--- config.mk ---
export PLATFORM = sky130hd
export DESIGN_NAME = sampling_adc_bus_interface
export DESIGN_NICKNAME = d
export VERILOG_FILES = /design/src/adc_bus_pkg.sv /design/src/result_formatter.sv /design/src/sampling_adc_bus_interface.sv
export SDC_FILE = /design/constraint.sdc
export NUM_CORES = 1
export LEC_CHECK = 0
export ABC_CLOCK_PERIOD_IN_PS = 2280
export BUFFER_PORTS_ARGS = -buffer_cell sky130_fd_sc_hd__buf_2
export CAP_MARGIN = 20
export CORE_ASPECT_RATIO = 0.7
export CORE_MARGIN = 2
export CORE_UTILIZATION = 48
export CTS_BUF_LIST = sky130_fd_sc_hd__clkbuf_8 sky130_fd_sc_hd__clkbuf_16
export CTS_CLUSTER_DIAMETER = 80
export DETAILED_ROUTE_END_ITERATION = 6
export PLACE_DENSITY = 0.82
export SLEW_MARGIN = 10
export SYNTH_ARGS = -nofsm -noshare
export SYNTH_HDL_FRONTEND = slang
export SYNTH_SLANG_ARGS = --single-unit
--- constraint.sdc ---
create_clock -name clock -period 2.28 [get_ports clock]
set_clock_uncertainty 0.2 [all_clocks]
set_input_delay 0.114 -clock clock [delete_from_list [all_inputs] [get_ports clock]]
set_output_delay 0.114 -clock clock [all_outputs]
set_load 0.02 [all_outputs]
--- src/adc_bus_pkg.sv ---
// Behaviour
// - Start gating by chip select in clocked mode.
// - conv_done low while converting, high after.
// - Unclocked mode: conv_done open drain, enable-gated.
// - Clocked mode: conv_done three-state, select-gated.
// - Result bits driven only with select and enable.
// - 8-bit mode: two low pins are format inputs.
// - Unipolar straight binary, bipolar twos complement.
// - Register keeps old result until update delay.
// - Register refreshes only after reset or an output enable toggle.
// - 8-bit reads: high byte then low byte.
// - Byte select low gives high byte.
// - Justification sampled at read time.
// - Right: fill then top nibble; left: zero tail.
// - 12-bit mode presents all twelve bits at once.
// - Held start strobe restarts a conversion once each output enable toggle re-arms the update.
package adc_bus_pkg;
    localparam int CLOCK_MHZ = 50;
    localparam int RES_W = 12;
    localparam int BYTE_W = 8;
    localparam int NIB_W = 4;
    localparam int CONV_TIME_NS = 4470;
    localparam int UPDATE_DELAY_NS = 200;
    localparam int CONV_CYCLES = (CONV_TIME_NS * CLOCK_MHZ) / 1000;
    localparam int UPDATE_CYCLES = (UPDATE_DELAY_NS * CLOCK_MHZ) / 1000;
    localparam int CNT_W = 16;
    localparam logic [RES_W-1:0] RESULT_RESET = 12'h000;
    localparam logic [NIB_W-1:0] NIB_ZERO = 4'h0;
    localparam int SIGN_BIT = RES_W - 1;
    localparam int BIT_RL = 1;
    localparam int BIT_HBE = 0;
    typedef enum logic [1:0] {ST_IDLE, ST_CONVERT, ST_UPDATE} conv_state_e;
endpackage

--- src/result_formatter.sv ---
`timescale 1ns/1ns
module result_formatter
    import adc_bus_pkg::*;
(
    input wire logic [adc_bus_pkg::RES_W-1:0] result,
    input wire logic bipolar,
    input wire logic right_justify,
    input wire logic upper_byte_select_n,
    output logic [adc_bus_pkg::BYTE_W-1:0] byte_out
);
    import adc_bus_pkg::*;

    logic [NIB_W-1:0] fill;

    // Bipolar fill copies the sign so the byte pair reads as 16-bit.
    assign fill = bipolar ? {NIB_W{result[SIGN_BIT]}} : NIB_ZERO;

    always_comb begin
        if (right_justify) begin
            if (!upper_byte_select_n) begin
                byte_out = {fill, result[RES_W-1 -: NIB_W]};
            end else begin
                byte_out = result[BYTE_W-1:0];
            end
        end else begin
            if (!upper_byte_select_n) begin
                byte_out = result[RES_W-1 -: BYTE_W];
            end else begin
                byte_out = {result[NIB_W-1:0], NIB_ZERO};
            end
        end
    end
endmodule

--- src/sampling_adc_bus_interface.sv ---
`timescale 1ns/1ns
module sampling_adc_bus_interface
    import adc_bus_pkg::*;
#(
    parameter logic [adc_bus_pkg::CNT_W-1:0] CONV_COUNT =
        16'(adc_bus_pkg::CONV_CYCLES),
    parameter logic [adc_bus_pkg::CNT_W-1:0] UPDATE_COUNT =
        16'(adc_bus_pkg::UPDATE_CYCLES)
) (
    input wire logic clock,
    input wire logic rst,
    input wire logic clocked_gating_mode,
    input wire logic chip_select_n,
    input wire logic conv_start_n,
    input wire logic done_flag_enable_n,
    input wire logic output_enable_n,
    input wire logic word_mode,
    input wire logic bipolar_offset_input,
    input wire logic [adc_bus_pkg::RES_W-1:0] sample_code,
    input wire logic [adc_bus_pkg::RES_W-1:0] result_bits_in,
    output logic [adc_bus_pkg::RES_W-1:0] result_bits_out,
    output logic [adc_bus_pkg::RES_W-1:0] result_bits_oe,
    output logic conv_done_out,
    output logic conv_done_oe,
    output logic converting
);
    import adc_bus_pkg::*;

    conv_state_e state_reg, state_next;
    logic [CNT_W-1:0] count_reg, count_next;
    logic [RES_W-1:0] result_reg, result_next;
    logic [RES_W-1:0] pending_reg, pending_next;
    logic start_prev_reg, start_prev_next;
    logic oe_prev_reg, oe_prev_next;
    logic armed_reg, armed_next;
    logic [RES_W-1:0] data_reg, data_next;
    logic read_en_reg, read_en_next;
    logic start_fall;
    logic start_req;
    logic read_en;
    logic [BYTE_W-1:0] byte_val;

    assign start_fall = start_prev_reg && !conv_start_n;
    // A held-low strobe restarts only when armed_reg is set, i.e. after reset or an output enable rise.
    assign start_req = (start_fall || (!conv_start_n && armed_reg)) &&
        (!clocked_gating_mode || !chip_select_n);
    assign read_en = !(chip_select_n || output_enable_n);

    always_comb begin
        state_next = state_reg;
        count_next = count_reg;
        result_next = result_reg;
        pending_next = pending_reg;
        start_prev_next = conv_start_n;
        oe_prev_next = output_enable_n;
        armed_next = armed_reg;
        // Rising output enable marks the toggle that permits an update.
        if (output_enable_n && !oe_prev_reg) begin
            armed_next = 1'b1;
        end
        case (state_reg)
            ST_IDLE: begin
                if (start_req) begin
                    state_next = ST_CONVERT;
                    count_next = CONV_COUNT;
                    pending_next = sample_code;
                end
            end
            ST_CONVERT: begin
                if (count_reg <= 16'h0001) begin
                    state_next = ST_UPDATE;
                    count_next = UPDATE_COUNT;
                end else begin
                    count_next = count_reg - 16'h0001;
                end
            end
            ST_UPDATE: begin
                if (count_reg <= 16'h0001) begin
                    state_next = ST_IDLE;
                    if (armed_next) begin
                        result_next = pending_reg;
                        armed_next = 1'b0;
                    end
                end else begin
                    count_next = count_reg - 16'h0001;
                end
            end
            default: begin
                state_next = ST_IDLE;
            end
        endcase
    end

    always_ff @(posedge clock) begin
        if (rst) begin
            state_reg <= ST_IDLE;
            count_reg <= 16'h0000;
            result_reg <= RESULT_RESET;
            pending_reg <= RESULT_RESET;
            start_prev_reg <= 1'b1;
            oe_prev_reg <= 1'b1;
            armed_reg <= 1'b1;
        end else begin
            state_reg <= state_next;
            count_reg <= count_next;
            result_reg <= result_next;
            pending_reg <= pending_next;
            start_prev_reg <= start_prev_next;
            oe_prev_reg <= oe_prev_next;
            armed_reg <= armed_next;
        end
    end

    result_formatter u_fmt (
        .result(result_reg),
        .bipolar(bipolar_offset_input),
        .right_justify(result_bits_in[BIT_RL]),
        .upper_byte_select_n(result_bits_in[BIT_HBE]),
        .byte_out(byte_val)
    );

    always_comb begin
        read_en_next = read_en;
        if (word_mode) begin
            data_next = result_reg;
        end else begin
            data_next = {byte_val, NIB_ZERO};
        end
    end

    always_ff @(posedge clock) begin
        if (rst) begin
            data_reg <= RESULT_RESET;
            read_en_reg <= 1'b0;
        end else begin
            data_reg <= data_next;
            read_en_reg <= read_en_next;
        end
    end

    assign result_bits_out = data_reg;
    genvar gi;
    generate
        for (gi = 0; gi < RES_W; gi++) begin : g_oe
            if (gi >= NIB_W) begin : g_hi
                assign result_bits_oe[gi] = read_en_reg;
            end else if (gi > BIT_RL) begin : g_mid
                assign result_bits_oe[gi] = read_en_reg && word_mode;
            end else begin : g_lo
                assign result_bits_oe[gi] = read_en_reg && word_mode;
            end
        end
    endgenerate

    assign converting = (state_reg == ST_CONVERT);
    always_comb begin
        if (clocked_gating_mode) begin
            conv_done_out = !converting;
            conv_done_oe = !chip_select_n && !done_flag_enable_n;
        end else begin
            conv_done_out = 1'b0;
            conv_done_oe = converting && !done_flag_enable_n;
        end
    end
endmodule

==> results of run 1 <==
==> worst register-to-register path, stage by stage, from the launching register on <==
cell                      delay, ps
sky130_fd_sc_hd__dfxtp_2        320
sky130_fd_sc_hd__or4_4          530
sky130_fd_sc_hd__or4_4          480
sky130_fd_sc_hd__o41ai_4        320
sky130_fd_sc_hd__buf_4          200
sky130_fd_sc_hd__o31ai_1         70
sky130_fd_sc_hd__a32oi_1        220
sky130_fd_sc_hd__nor2_1          60
==> Yosys cell counts, types with 4 or more instances <==
| library cell | number |
|---|---|
| sky130_fd_sc_hd__mux2i_1 | 28 |
| sky130_fd_sc_hd__o21ai_0 | 10 |
| sky130_fd_sc_hd__nor2_1 | 59 |
| sky130_fd_sc_hd__clkbuf_1 | 9 |
| sky130_fd_sc_hd__or2_2 | 5 |
| sky130_fd_sc_hd__nand3b_1 | 4 |
| sky130_fd_sc_hd__a21oi_1 | 24 |
| sky130_fd_sc_hd__ha_1 | 5 |
| sky130_fd_sc_hd__mux2_2 | 4 |
| sky130_fd_sc_hd__nor3_1 | 5 |
| sky130_fd_sc_hd__inv_1 | 7 |
| sky130_fd_sc_hd__buf_4 | 11 |
| sky130_fd_sc_hd__and2_1 | 6 |
| sky130_fd_sc_hd__nand2_1 | 10 |
| sky130_fd_sc_hd__nand3_1 | 4 |
| sky130_fd_sc_hd__dfxtp_1 | 58 |
| sky130_fd_sc_hd__xor2_1 | 7 |
==> final timing paths <==
path	depth (start not counted)	endpoint
worst max-delay path	7	count_reg[4]
worst max register to register	7	count_reg[4]
worst min register to register	2	pending_reg[9]
worst min-delay path	4	result_bits_out[9]
==> where the power goes <==
part           internal [uW]  switching [uW]
clock                    636             392
sequential              1070            44.9
combinational            368             410
total                   2070             847
==> kinds of logic after synthesis <==
kind of cell,after synthesis,synth area share [%]
flops,58,43.3
xor+xnor,7,2.29
mux,32,12.1
simple gates,111,20.9
compound gates,54,12.8
fa+ha+maj,5,2.33
buf+inv,30,6.30
==> through the flow <==
step,instances,power [uW],cell area [um2],worst slack [ps]
finish,466,2920,3630,-238
CTS,466,2890,3600,-164
global placement,426,1780,3120,-108
detailed placement,426,1800,3120,-142
floorplan,297,1540,2680,-149
global route,466,3040,3630,-267
==> per-layer routing <==
metal / routed length [um] / vias to the layer above / share of wire [%] / track usage, %
li1: - / 1205 / - / -
met1: 3140 / 1162 / 45 / 29.3
met2: 3250 / 119 / 46 / 38.0
met3: 579 / 5 / 8.2 / 6.90
met4: 65 / 0 / 0.92 / 8.09
met5: 0 / - / 0 / 0
==> cell type report <==
type,count,area [um2]
Fill cell,422,1680
Multi-Input combinational cell,209,1400
Sequential cell,58,1160
Timing Repair Buffer,104,731
Clock buffer,10,138
Tap cell,72,90.1
Clock inverter,6,81.3
Inverter,7,26.3
==> what timing repair did <==
item	CTS	global route
hold endpoints to repair	20	0
endpoints found under the setup margin	30	31
pin swaps	4	1
resized for setup	9	7
hold buffers	21	0
buffers inserted	3	0
==> reports/metrics.csv, run 1 <==
stage;metric;value;unit
run_status;outcome;complete, but fails checks;
run_status;failing checks;negative setup slack;
worst_setup_path;Reg2Reg Launch Point;count_reg[4];
timing;actual transition at the worst max-transition pin;578;ps
finish;post-route core utilization;68.3;%
finish;most frequent cells in the layout;sky130_fd_sc_hd__nor2_1 (58), sky130_fd_sc_hd__dfxtp_1 (57), sky130_fd_sc_hd__buf_2 (49);
pwr;leakage power;0.00172;uW
worst_setup_path;endpoint class of the critical path;flip-flop;
finish;number of nets in the final layout;427;
floorplan;std cell rows;22;
synth;syn avg cell area;9.03;um2
route;routed wire length;7030;um
min_path;startpoint of the tightest hold check path;word_mode;
floorplan;Die W;93.3;um
route;count of unresolved DRC violations after routing;0;
synth;most area-consuming cells after synthesis;sky130_fd_sc_hd__dfxtp_1 (43%), sky130_fd_sc_hd__mux2i_1 (10%), sky130_fd_sc_hd__nor2_1 (8.3%), sky130_fd_sc_hd__a21oi_1 (4.5%), sky130_fd_sc_hd__buf_4 (3.1%);
timing;total negative setup slack;-4810;ps
min_path;worst min-delay path class;input pin to flip-flop;
worst_setup_path;count of buffer and inverter cells on the critical path;1;
synth;largest area contributor in the netlist;sky130_fd_sc_hd__dfxtp_1;
timing;final critical-path required period;2520;ps
timing;worst hold margin;16.5;ps
worst_setup_path;data arrival time of the critical path;2530;ps
worst_setup_path;CP peak stage delay;530;ps
synth;register area share after synthesis;43.3;%
worst_setup_path;setup slack, reg-to-reg;-240;ps
route;number of vias per cell;5.35;
clocking;number of CTS-inserted buffers;9;
finish;relative area change from synthesis to final layout;35.4;%
synth;area share of the largest cell type after synthesis;43.3;%
timing;final worst setup slack;-238;ps
placement;HPWL after DPL;4660;um
synth;number of nets in the synthesized netlist;335;
floorplan;die area;6210;um2
synth;number of warning messages in the yosys log;0;
synth;fraction of registers with async set or reset after synthesis;0;%
route;remaining antenna violation count after routing;0;
worst_setup_path;cell type group with the largest total delay on the critical path;simple AND/OR/NAND/NOR gates;
route;average detailed-routed wire length per instance;15.1;um
route;total number of vias;2491;
synth;cell count after synthesis;297;
clocking;post-CTS clock slew at the launch and capture registers of the worst setup and hold paths;70;ps
synth;netlist area before placement;2680;um2
finish;fraction of layout instances using a drive strength above 1;31.2;%
synth;post-synth cell types;45;
worst_setup_path;cell-by-cell listing of the critical path;or4_4 > or4_4 > o41ai_4 > buf_4 > o31ai_1 > a32oi_1 > nor2_1;
synth;number of enable flip-flop cells after synthesis;0;
clocking;CTS root buffer;sky130_fd_sc_hd__clkbuf_8;
floorplan;placeable core region;5310;um2
timing;RSZ-0062 raised after global routing;true;
timing;tightest slew margin relative to the limit;61.2;%
grt;GR Overflow Total;0;
pwr;worst-case vdd ir drop;491;uV
grt;via count of the first global-routing pass;2377;
grt;pin count of the biggest net entering global routing;39;
timing;Final Slew Violations;0;
route;initial detailed-routing violation count;215;
grt;first-pass GRT wire length;10800;um
clocking;number of clock sinks;58;
floorplan;Initial Util;50.5;%
worst_setup_path;crit-path most repeated cell;sky130_fd_sc_hd__or4_4;
synth;#FFs+latches synth;58;
clocking;CTS tree;done;
floorplan;number of top-level pins;60;
route;Pre-antenna DRT Iters;4;
placement;final RePlAce weighted congestion;0.888;
worst_setup_path;CP startpoint kind;flip-flop;
timing;final hold viol count;0;
worst_setup_path;slowest cell on the critical path;sky130_fd_sc_hd__or4_4;
finish;number of flip-flops under the largest register name;16;
finish;antenna diode instance count;0;
grt;total global routing track utilization;23.2;%
worst_setup_path;type of the worst setup path;flip-flop to flip-flop;
worst_setup_path;Required @ worst endpoint;2290;ps
clocking;maximum root-to-sink buffer count;2;
finish;commonest non-fill, non-tap cell in the layout;sky130_fd_sc_hd__nor2_1;
placement;number of buffers added on ports;49;
worst_setup_path;largest fanout of any net on the critical path;4;
timing;share of the clock period used by the worst path after layout;110;%
synth;most used flip-flop cell after synthesis;sky130_fd_sc_hd__dfxtp_1;
worst_setup_path;Crit. Startpoint;count_reg[4];
clocking;CTS H-Tree Depth;3;
grt;number of antenna violations at the first check in global routing;0;
timing;final number of setup-violating endpoints;31;
pwr;Power Dens Cells;804;nW/um2
timing;Achievable Freq;0.397;GHz
clocking;Worst-Skew Late Latency;330;ps
floorplan;overall die height;66.5;um
job;maximum capacitance violations;0;
Note: power is estimated with default switching activity, not from simulation.
==> run 2, diff against run 1 <==
--- a/config.mk
+++ b/config.mk
@@ -5,16 +5,18 @@
 export SDC_FILE = /design/constraint.sdc
 export NUM_CORES = 1
 export LEC_CHECK = 0
-export ABC_CLOCK_PERIOD_IN_PS = 2280
+export ABC_CLOCK_PERIOD_IN_PS = 3000
 export BUFFER_PORTS_ARGS = -buffer_cell sky130_fd_sc_hd__buf_2
 export CAP_MARGIN = 20
+export CELL_PAD_IN_SITES_DETAIL_PLACEMENT = 0
+export CELL_PAD_IN_SITES_GLOBAL_PLACEMENT = 1
 export CORE_ASPECT_RATIO = 0.7
 export CORE_MARGIN = 2
-export CORE_UTILIZATION = 48
+export CORE_UTILIZATION = 43
 export CTS_BUF_LIST = sky130_fd_sc_hd__clkbuf_8 sky130_fd_sc_hd__clkbuf_16
 export CTS_CLUSTER_DIAMETER = 80
 export DETAILED_ROUTE_END_ITERATION = 6
-export PLACE_DENSITY = 0.82
+export PLACE_DENSITY = 0.91
 export SLEW_MARGIN = 10
 export SYNTH_ARGS = -nofsm -noshare
 export SYNTH_HDL_FRONTEND = slang
==> constraint.sdc (replaced) <==
create_clock -name clock -period 3 [get_ports clock]
set_clock_uncertainty 0.2 [all_clocks]
set_input_delay 0.15 -clock clock [delete_from_list [all_inputs] [get_ports clock]]
set_output_delay 0.15 -clock clock [all_outputs]
set_load 0.02 [all_outputs]
==> reports/metrics.csv, run 2 (synthesized netlist as in run 1, its figures left out) <==
stage;metric;value;unit;change
timing;RSZ-0062 raised after global routing;false;;
timing;tightest slew margin relative to the limit;58.6;%;-2.5 points
placement;number of buffers added on ports;49;;unchanged
clocking;setup bufs post-CTS;0;;-3
clocking;CTS root buffer;sky130_fd_sc_hd__clkbuf_8;;
timing;final worst setup slack;254;ps;+491 ps
route;count of unresolved DRC violations after routing;0;;unchanged
timing;final number of setup-violating endpoints;0;;-100%
route;initial detailed-routing violation count;122;;-43%
route;average detailed-routed wire length per instance;13.5;um;-11%
floorplan;Initial Util;43.8;%;-6.7 points
job;maximum capacitance violations;0;;unchanged
worst_setup_path;CP startpoint kind;flip-flop;;
grt;via count of the first global-routing pass;1970;;-17%
timing;final hold viol count;0;;unchanged
floorplan;std cell rows;24;;+9.1%
timing;Final Slew Violations;0;;unchanged
clocking;count of cells resized by post-cts repair;0;;-9
worst_setup_path;Required @ worst endpoint;3010;ps;+720 ps
finish;antenna diode instance count;0;;unchanged
placement;Setup Slack @ Placement;302;ps;+444 ps
pwr;Flop pwr share;39.2;%;+1.1 points
worst_setup_path;slowest cell on the critical path;sky130_fd_sc_hd__or4_4;;
pwr;worst-case vdd ir drop;322;uV;-34%
finish;commonest non-fill, non-tap cell in the layout;sky130_fd_sc_hd__nor2_1;;
grt;GRT busiest layer;met1;;
placement;final RePlAce weighted congestion;0.840;;-5.5%
timing;Achievable Freq;0.364;GHz;-8.3%
floorplan;overall die height;70.1;um;+5.3%
floorplan;placeable core region;6130;um2;+15%
timing;total negative setup slack;0;ps;+4810 ps
route;total number of vias;2258;;-9.4%
pwr;leakage power;0.00158;uW;-8.5%
grt;GR Overflow Total;0;;unchanged
worst_setup_path;endpoint class of the critical path;flip-flop;;
pwr;part of the power in combinational logic;20.3;%;-6.4 points
floorplan;die area;6890;um2;+11%
run_status;outcome;finished, final reports clean;;
timing;share of the clock period used by the worst path after layout;91.5;%;-19 points
worst_setup_path;count of buffer and inverter cells on the critical path;1;;unchanged
grt;met2 capacity usage during global routing;24.2;%;-14 points
worst_setup_path;largest fanout of any net on the critical path;6;;+2
route;routed wire length;5940;um;-16%
floorplan;Die W;98.4;um;+5.4%
clocking;maximum root-to-sink buffer count;2;;unchanged
finish;most frequent cells in the layout;sky130_fd_sc_hd__nor2_1 (59), sky130_fd_sc_hd__dfxtp_1 (58), sky130_fd_sc_hd__buf_2 (49);;
pwr;clock share of power;40.5;%;+5.3 points
finish;number of standard cells in the layout, taps in and fillers out;441;;-5.4%
timing;final critical-path required period;2750;ps;+229 ps
worst_setup_path;cell-by-cell listing of the critical path;or4_4 > or4_4 > o41ai_4 > buf_4 > nand2_1 > a32oi_1 > nor2_1;;
pwr;sw frac;27.8;%;-1.2 points
worst_setup_path;setup slack, reg-to-reg;250;ps;+490 ps
pwr;net switching power;603;uW;-29%
timing;actual transition at the worst max-transition pin;615;ps;+36.4 ps
route;Pre-antenna DRT Iters;5;;+1
clocking;CTS tree;done;;
floorplan;number of top-level pins;60;;unchanged
pwr;Power Dens Cells;647;nW/um2;-20%
clocking;number of CTS-inserted buffers;9;;unchanged
worst_setup_path;cell type group with the largest total delay on the critical path;simple AND/OR/NAND/NOR gates;;
worst_setup_path;data arrival time of the critical path;2760;ps;+230 ps
clocking;Worst-Skew Late Latency;340;ps;about the same
worst_setup_path;crit-path most repeated cell;sky130_fd_sc_hd__or4_4;;
worst_setup_path;CP peak stage delay;590;ps;+60 ps
route;remaining antenna violation count after routing;0;;unchanged
pwr;internal portion of total power;1560;uW;-25%
finish;fraction of layout instances using a drive strength above 1;24.0;%;-7.3 points
route;number of vias per cell;5.12;;-4.2%
grt;total global routing track utilization;17.8;%;-5.3 points
clocking;number of clock sinks;58;;unchanged
clocking;post-CTS clock slew at the launch and capture registers of the worst setup and hold paths;60;ps;about the same
grt;met3 global-route usage;6.41;%;-0.49 points
worst_setup_path;type of the worst setup path;flip-flop to flip-flop;;
grt;number of antenna violations at the first check in global routing;0;;unchanged
finish;total of fill cells in the finished design;568;;+35%
finish;number of nets in the final layout;396;;-7.3%
finish;relative area change from synthesis to final layout;24.8;%;
clocking;CTS H-Tree Depth;3;;unchanged
finish;register area;1160;um2;-0.11%
min_path;worst min-delay path class;input pin to flip-flop;;
grt;met1 usage in global routing;26.2;%;-3.1 points
placement;placed cells;409;;-4.0%
finish;number of flip-flops under the largest register name;16;;unchanged
grt;pin count of the biggest net entering global routing;26;;-33%
placement;HPWL after DPL;4160;um;-11%
finish;area used by multi-input combinational logic;1350;um2;-3.6%
grt;first-pass GRT wire length;9660;um;-10%
[run 2: cell count changes in the layout (fill, tap and decap cells not counted), moves of 3 or more]
| cell | change |
|---|---|
| sky130_fd_sc_hd__a21oi_1 | +3 |
| sky130_fd_sc_hd__a21oi_2 | -3 |
| sky130_fd_sc_hd__buf_4 | -23 |
| sky130_fd_sc_hd__dlygate4sd3_1 | -5 |
| sky130_fd_sc_hd__mux2i_1 | +3 |
| sky130_fd_sc_hd__mux2i_2 | -3 |
| sky130_fd_sc_hd__o21ai_0 | +3 |
| sky130_fd_sc_hd__o21ai_1 | -3 |
[run 2: final timing paths]
kind         cells past startpoint                  end              start
min reg2reg                      2        result_reg[6]     pending_reg[6]
min                              3  result_bits_out[11]  result_bits_in[0]
max                              7         count_reg[7]       count_reg[4]
max reg2reg                      7         count_reg[7]       count_reg[4]
[run 2: power groups by stage]
stage | clock [uW] | sequential, uW | combinational [uW]
6_report | 878 | 849 | 439
5_1_grt | 924 | 854 | 479
4_1_cts | 891 | 848 | 432
3_5_place_dp | 0 | 865 | 411
3_3_place_gp | 0 | 864 | 407
2_1_floorplan | 0 | 856 | 314
[run 2: area by class of cell]
cell class,count,area share (%)
clock buffers,10,4.11
inverters,7,0.785
multi-input cells,209,40.4
flip-flops and latches,58,34.7
well taps,78,2.92
repair buffers,73,13.9
clock inverters,6,3.18
[run 2: timing repair]
item,in CTS,in global routing
hold endpoints to repair,15,0
hold buffers,16,0
endpoints found under the setup margin,0,0
[run 2: metal layers]
metal  share of wire [%]  vias to the layer above
li1                    -                     1146
met1                  52                     1028
met2                  41                       80
met3                 6.9                        4
met4                0.37                        0
met5                   0                        -
[run 2: stage by stage]
stage                     utilization, %  instance area [um2]  total power [uW]  hold WS [ps]
after CTS                           54.6                 3350              2170          2.03
after global placement              48.0                 2940              1270           149
final                               54.6                 3350              2170          10.9
after global routing                54.6                 3350              2260          31.6
after detailed placement            48.0                 2940              1280           155
after floorplan                        -                 2680              1170          21.6
[run 2: worst min-delay path, stage by stage]
cell,delay [ps]
sky130_fd_sc_hd__buf_2,180
sky130_fd_sc_hd__nand3b_1,110
sky130_fd_sc_hd__a21oi_1,60
==> run 3, diff against run 2 <==
--- a/config.mk
+++ b/config.mk
@@ -17,6 +17,7 @@
 export CTS_CLUSTER_DIAMETER = 80
 export DETAILED_ROUTE_END_ITERATION = 6
 export PLACE_DENSITY = 0.91
+export SETUP_SLACK_MARGIN = 0.4
 export SLEW_MARGIN = 10
 export SYNTH_ARGS = -nofsm -noshare
 export SYNTH_HDL_FRONTEND = slang
==> reports/metrics.csv, run 3 (synthesized netlist as in run 1, its figures left out) <==
stage;metric;value;unit;change
timing;final hold viol count;0;;unchanged
grt;first-pass GRT wire length;9720;um;+0.64%
floorplan;Initial Util;43.8;%;unchanged
grt;number of antenna violations at the first check in global routing;0;;unchanged
worst_setup_path;CP startpoint kind;flip-flop;;
worst_setup_path;endpoint class of the critical path;flip-flop;;
placement;final RePlAce weighted congestion;0.840;;unchanged
job;maximum capacitance violations;0;;unchanged
floorplan;overall die height;70.1;um;unchanged
clocking;post-CTS clock slew at the launch and capture registers of the worst setup and hold paths;70;ps;about the same
timing;final number of setup-violating endpoints;0;;unchanged
grt;total global routing track utilization;17.9;%;+0.11 points
clocking;CTS H-Tree Depth;3;;unchanged
finish;antenna diode instance count;0;;unchanged
timing;RSZ-0062 raised after global routing;true;;
floorplan;number of top-level pins;60;;unchanged
finish;commonest non-fill, non-tap cell in the layout;sky130_fd_sc_hd__nor2_1;;
placement;HPWL after DPL;4160;um;unchanged
finish;number of flip-flops under the largest register name;16;;unchanged
placement;number of buffers added on ports;49;;unchanged
timing;Final Slew Violations;0;;unchanged
pwr;leakage power;0.00160;uW;+1.5%
grt;pin count of the biggest net entering global routing;26;;unchanged
timing;total negative setup slack;0;ps;unchanged
worst_setup_path;type of the worst setup path;flip-flop to flip-flop;;
floorplan;die area;6890;um2;unchanged
route;routed wire length;6160;um;+3.8%
worst_setup_path;cell-by-cell listing of the critical path;or4_4 > or4_4 > o41ai_4 > buf_4 > buf_4 > a21oi_1 > o21ai_0 > a21oi_1;;
timing;tightest slew margin relative to the limit;50.7;%;-7.9 points
finish;number of standard cells in the layout, taps in and fillers out;445;;+0.91%
worst_setup_path;Required @ worst endpoint;3000;ps;about the same
worst_setup_path;data arrival time of the critical path;2640;ps;-120 ps
worst_setup_path;slowest cell on the critical path;sky130_fd_sc_hd__or4_4;;
clocking;CTS tree;done;;
run_status;outcome;finished, final reports clean;;
min_path;depth of the worst hold-timing path;3;;unchanged
route;count of unresolved DRC violations after routing;0;;unchanged
finish;most frequent cells in the layout;sky130_fd_sc_hd__nor2_1 (58), sky130_fd_sc_hd__dfxtp_1 (57), sky130_fd_sc_hd__buf_2 (49);;
floorplan;placeable core region;6130;um2;unchanged
worst_setup_path;CP peak stage delay;570;ps;-20 ps
timing;final critical-path required period;2640;ps;-108 ps
finish;number of nets in the final layout;400;;+1.0%
pwr;total power;2200;uW;+1.4%
finish;post-route core utilization;55.7;%;+1.1 points
route;total number of vias;2296;;+1.7%
clocking;number of clock sinks;58;;unchanged
worst_setup_path;CP Depth;8;;+1
clocking;number of CTS-inserted buffers;9;;unchanged
floorplan;std cell rows;24;;unchanged
floorplan;Die W;98.4;um;unchanged
route;initial detailed-routing violation count;118;;-3.3%
timing;share of the clock period used by the worst path after layout;87.9;%;-3.6 points
route;Pre-antenna DRT Iters;4;;-1
worst_setup_path;cell type group with the largest total delay on the critical path;simple AND/OR/NAND/NOR gates;;
worst_setup_path;largest fanout of any net on the critical path;5;;-1
route;number of vias per cell;5.16;;+0.77%
worst_setup_path;count of buffer and inverter cells on the critical path;2;;+1
pwr;Power Dens Cells;644;nW/um2;-0.51%
worst_setup_path;depth of the worst register-to-register path;8;;+1
grt;GR Overflow Total;0;;unchanged
route;average detailed-routed wire length per instance;13.8;um;+2.9%
finish;fraction of layout instances using a drive strength above 1;26.4;%;+2.5 points
clocking;maximum root-to-sink buffer count;2;;unchanged
clocking;CTS root buffer;sky130_fd_sc_hd__clkbuf_8;;
grt;via count of the first global-routing pass;1989;;+0.96%
finish;relative area change from synthesis to final layout;27.2;%;
pwr;worst-case vdd ir drop;326;uV;+1.5%
clocking;Worst-Skew Late Latency;330;ps;about the same
timing;worst hold margin;12.9;ps;+2.04 ps
timing;actual transition at the worst max-transition pin;735;ps;+120 ps
route;remaining antenna violation count after routing;0;;unchanged
min_path;worst min-delay path class;input pin to flip-flop;;
placement;placed cells;409;;unchanged
timing;Achievable Freq;0.379;GHz;+4.1%
==> run 3: worst paths after layout <==
kind                        from             endpoint  slack (ps)
hold / removal         word_mode  result_bits_out[11]          10
setup / recovery    count_reg[4]         count_reg[6]         360
hold reg to reg   pending_reg[6]        result_reg[6]         300
setup reg to reg    count_reg[4]         count_reg[6]         360
==> run 3: worst min-delay path: stages <==
cell and delay, ps:
sky130_fd_sc_hd__buf_2 160, sky130_fd_sc_hd__nand3b_1 120, sky130_fd_sc_hd__a21oi_1 60
==> run 3: power breakdown <==
part           switching [uW]  leakage, uW  internal [uW]  total, uW
Combinational             269     0.000999            200        469
Clock                     307     0.000129            570        877
Sequential               39.1     0.000473            812        851
==> run 3: final cells by class <==
class | count | area (um2)
fillers | 553 | 2720
multi-input cells | 210 | 1390
flip-flops and latches | 58 | 1160
repair buffers | 76 | 492
clock buffers | 10 | 138
clock inverters | 6 | 106
well taps | 78 | 97.6
inverters | 7 | 26.3
==> run 3: metal layers <==
metal	routed length, um	track usage, %
met4	61	6.09
met2	2500	24.3
met3	528	6.61
met1	3070	26.1
met5	0	0
==> run 3: what timing repair did <==
item | CTS | global route
pin swaps | 2 | 1
gates resized for setup | 1 | 9
gates cloned | 0 | 1
endpoints found under the hold margin | 15 | 0
setup endpoints to repair | 11 | 21
buffers inserted | 2 | 1
hold buffers | 16 | 0
==> run 3: stage by stage <==
| step | setup WS [ps] | instance area [um2] |
|---|---|---|
| after floorplan | 481 | 2680 |
| after global placement | 348 | 2940 |
| after detailed placement | 302 | 2940 |
| after CTS | 391 | 3360 |
| after global routing | 262 | 3410 |
| final | 362 | 3410 |
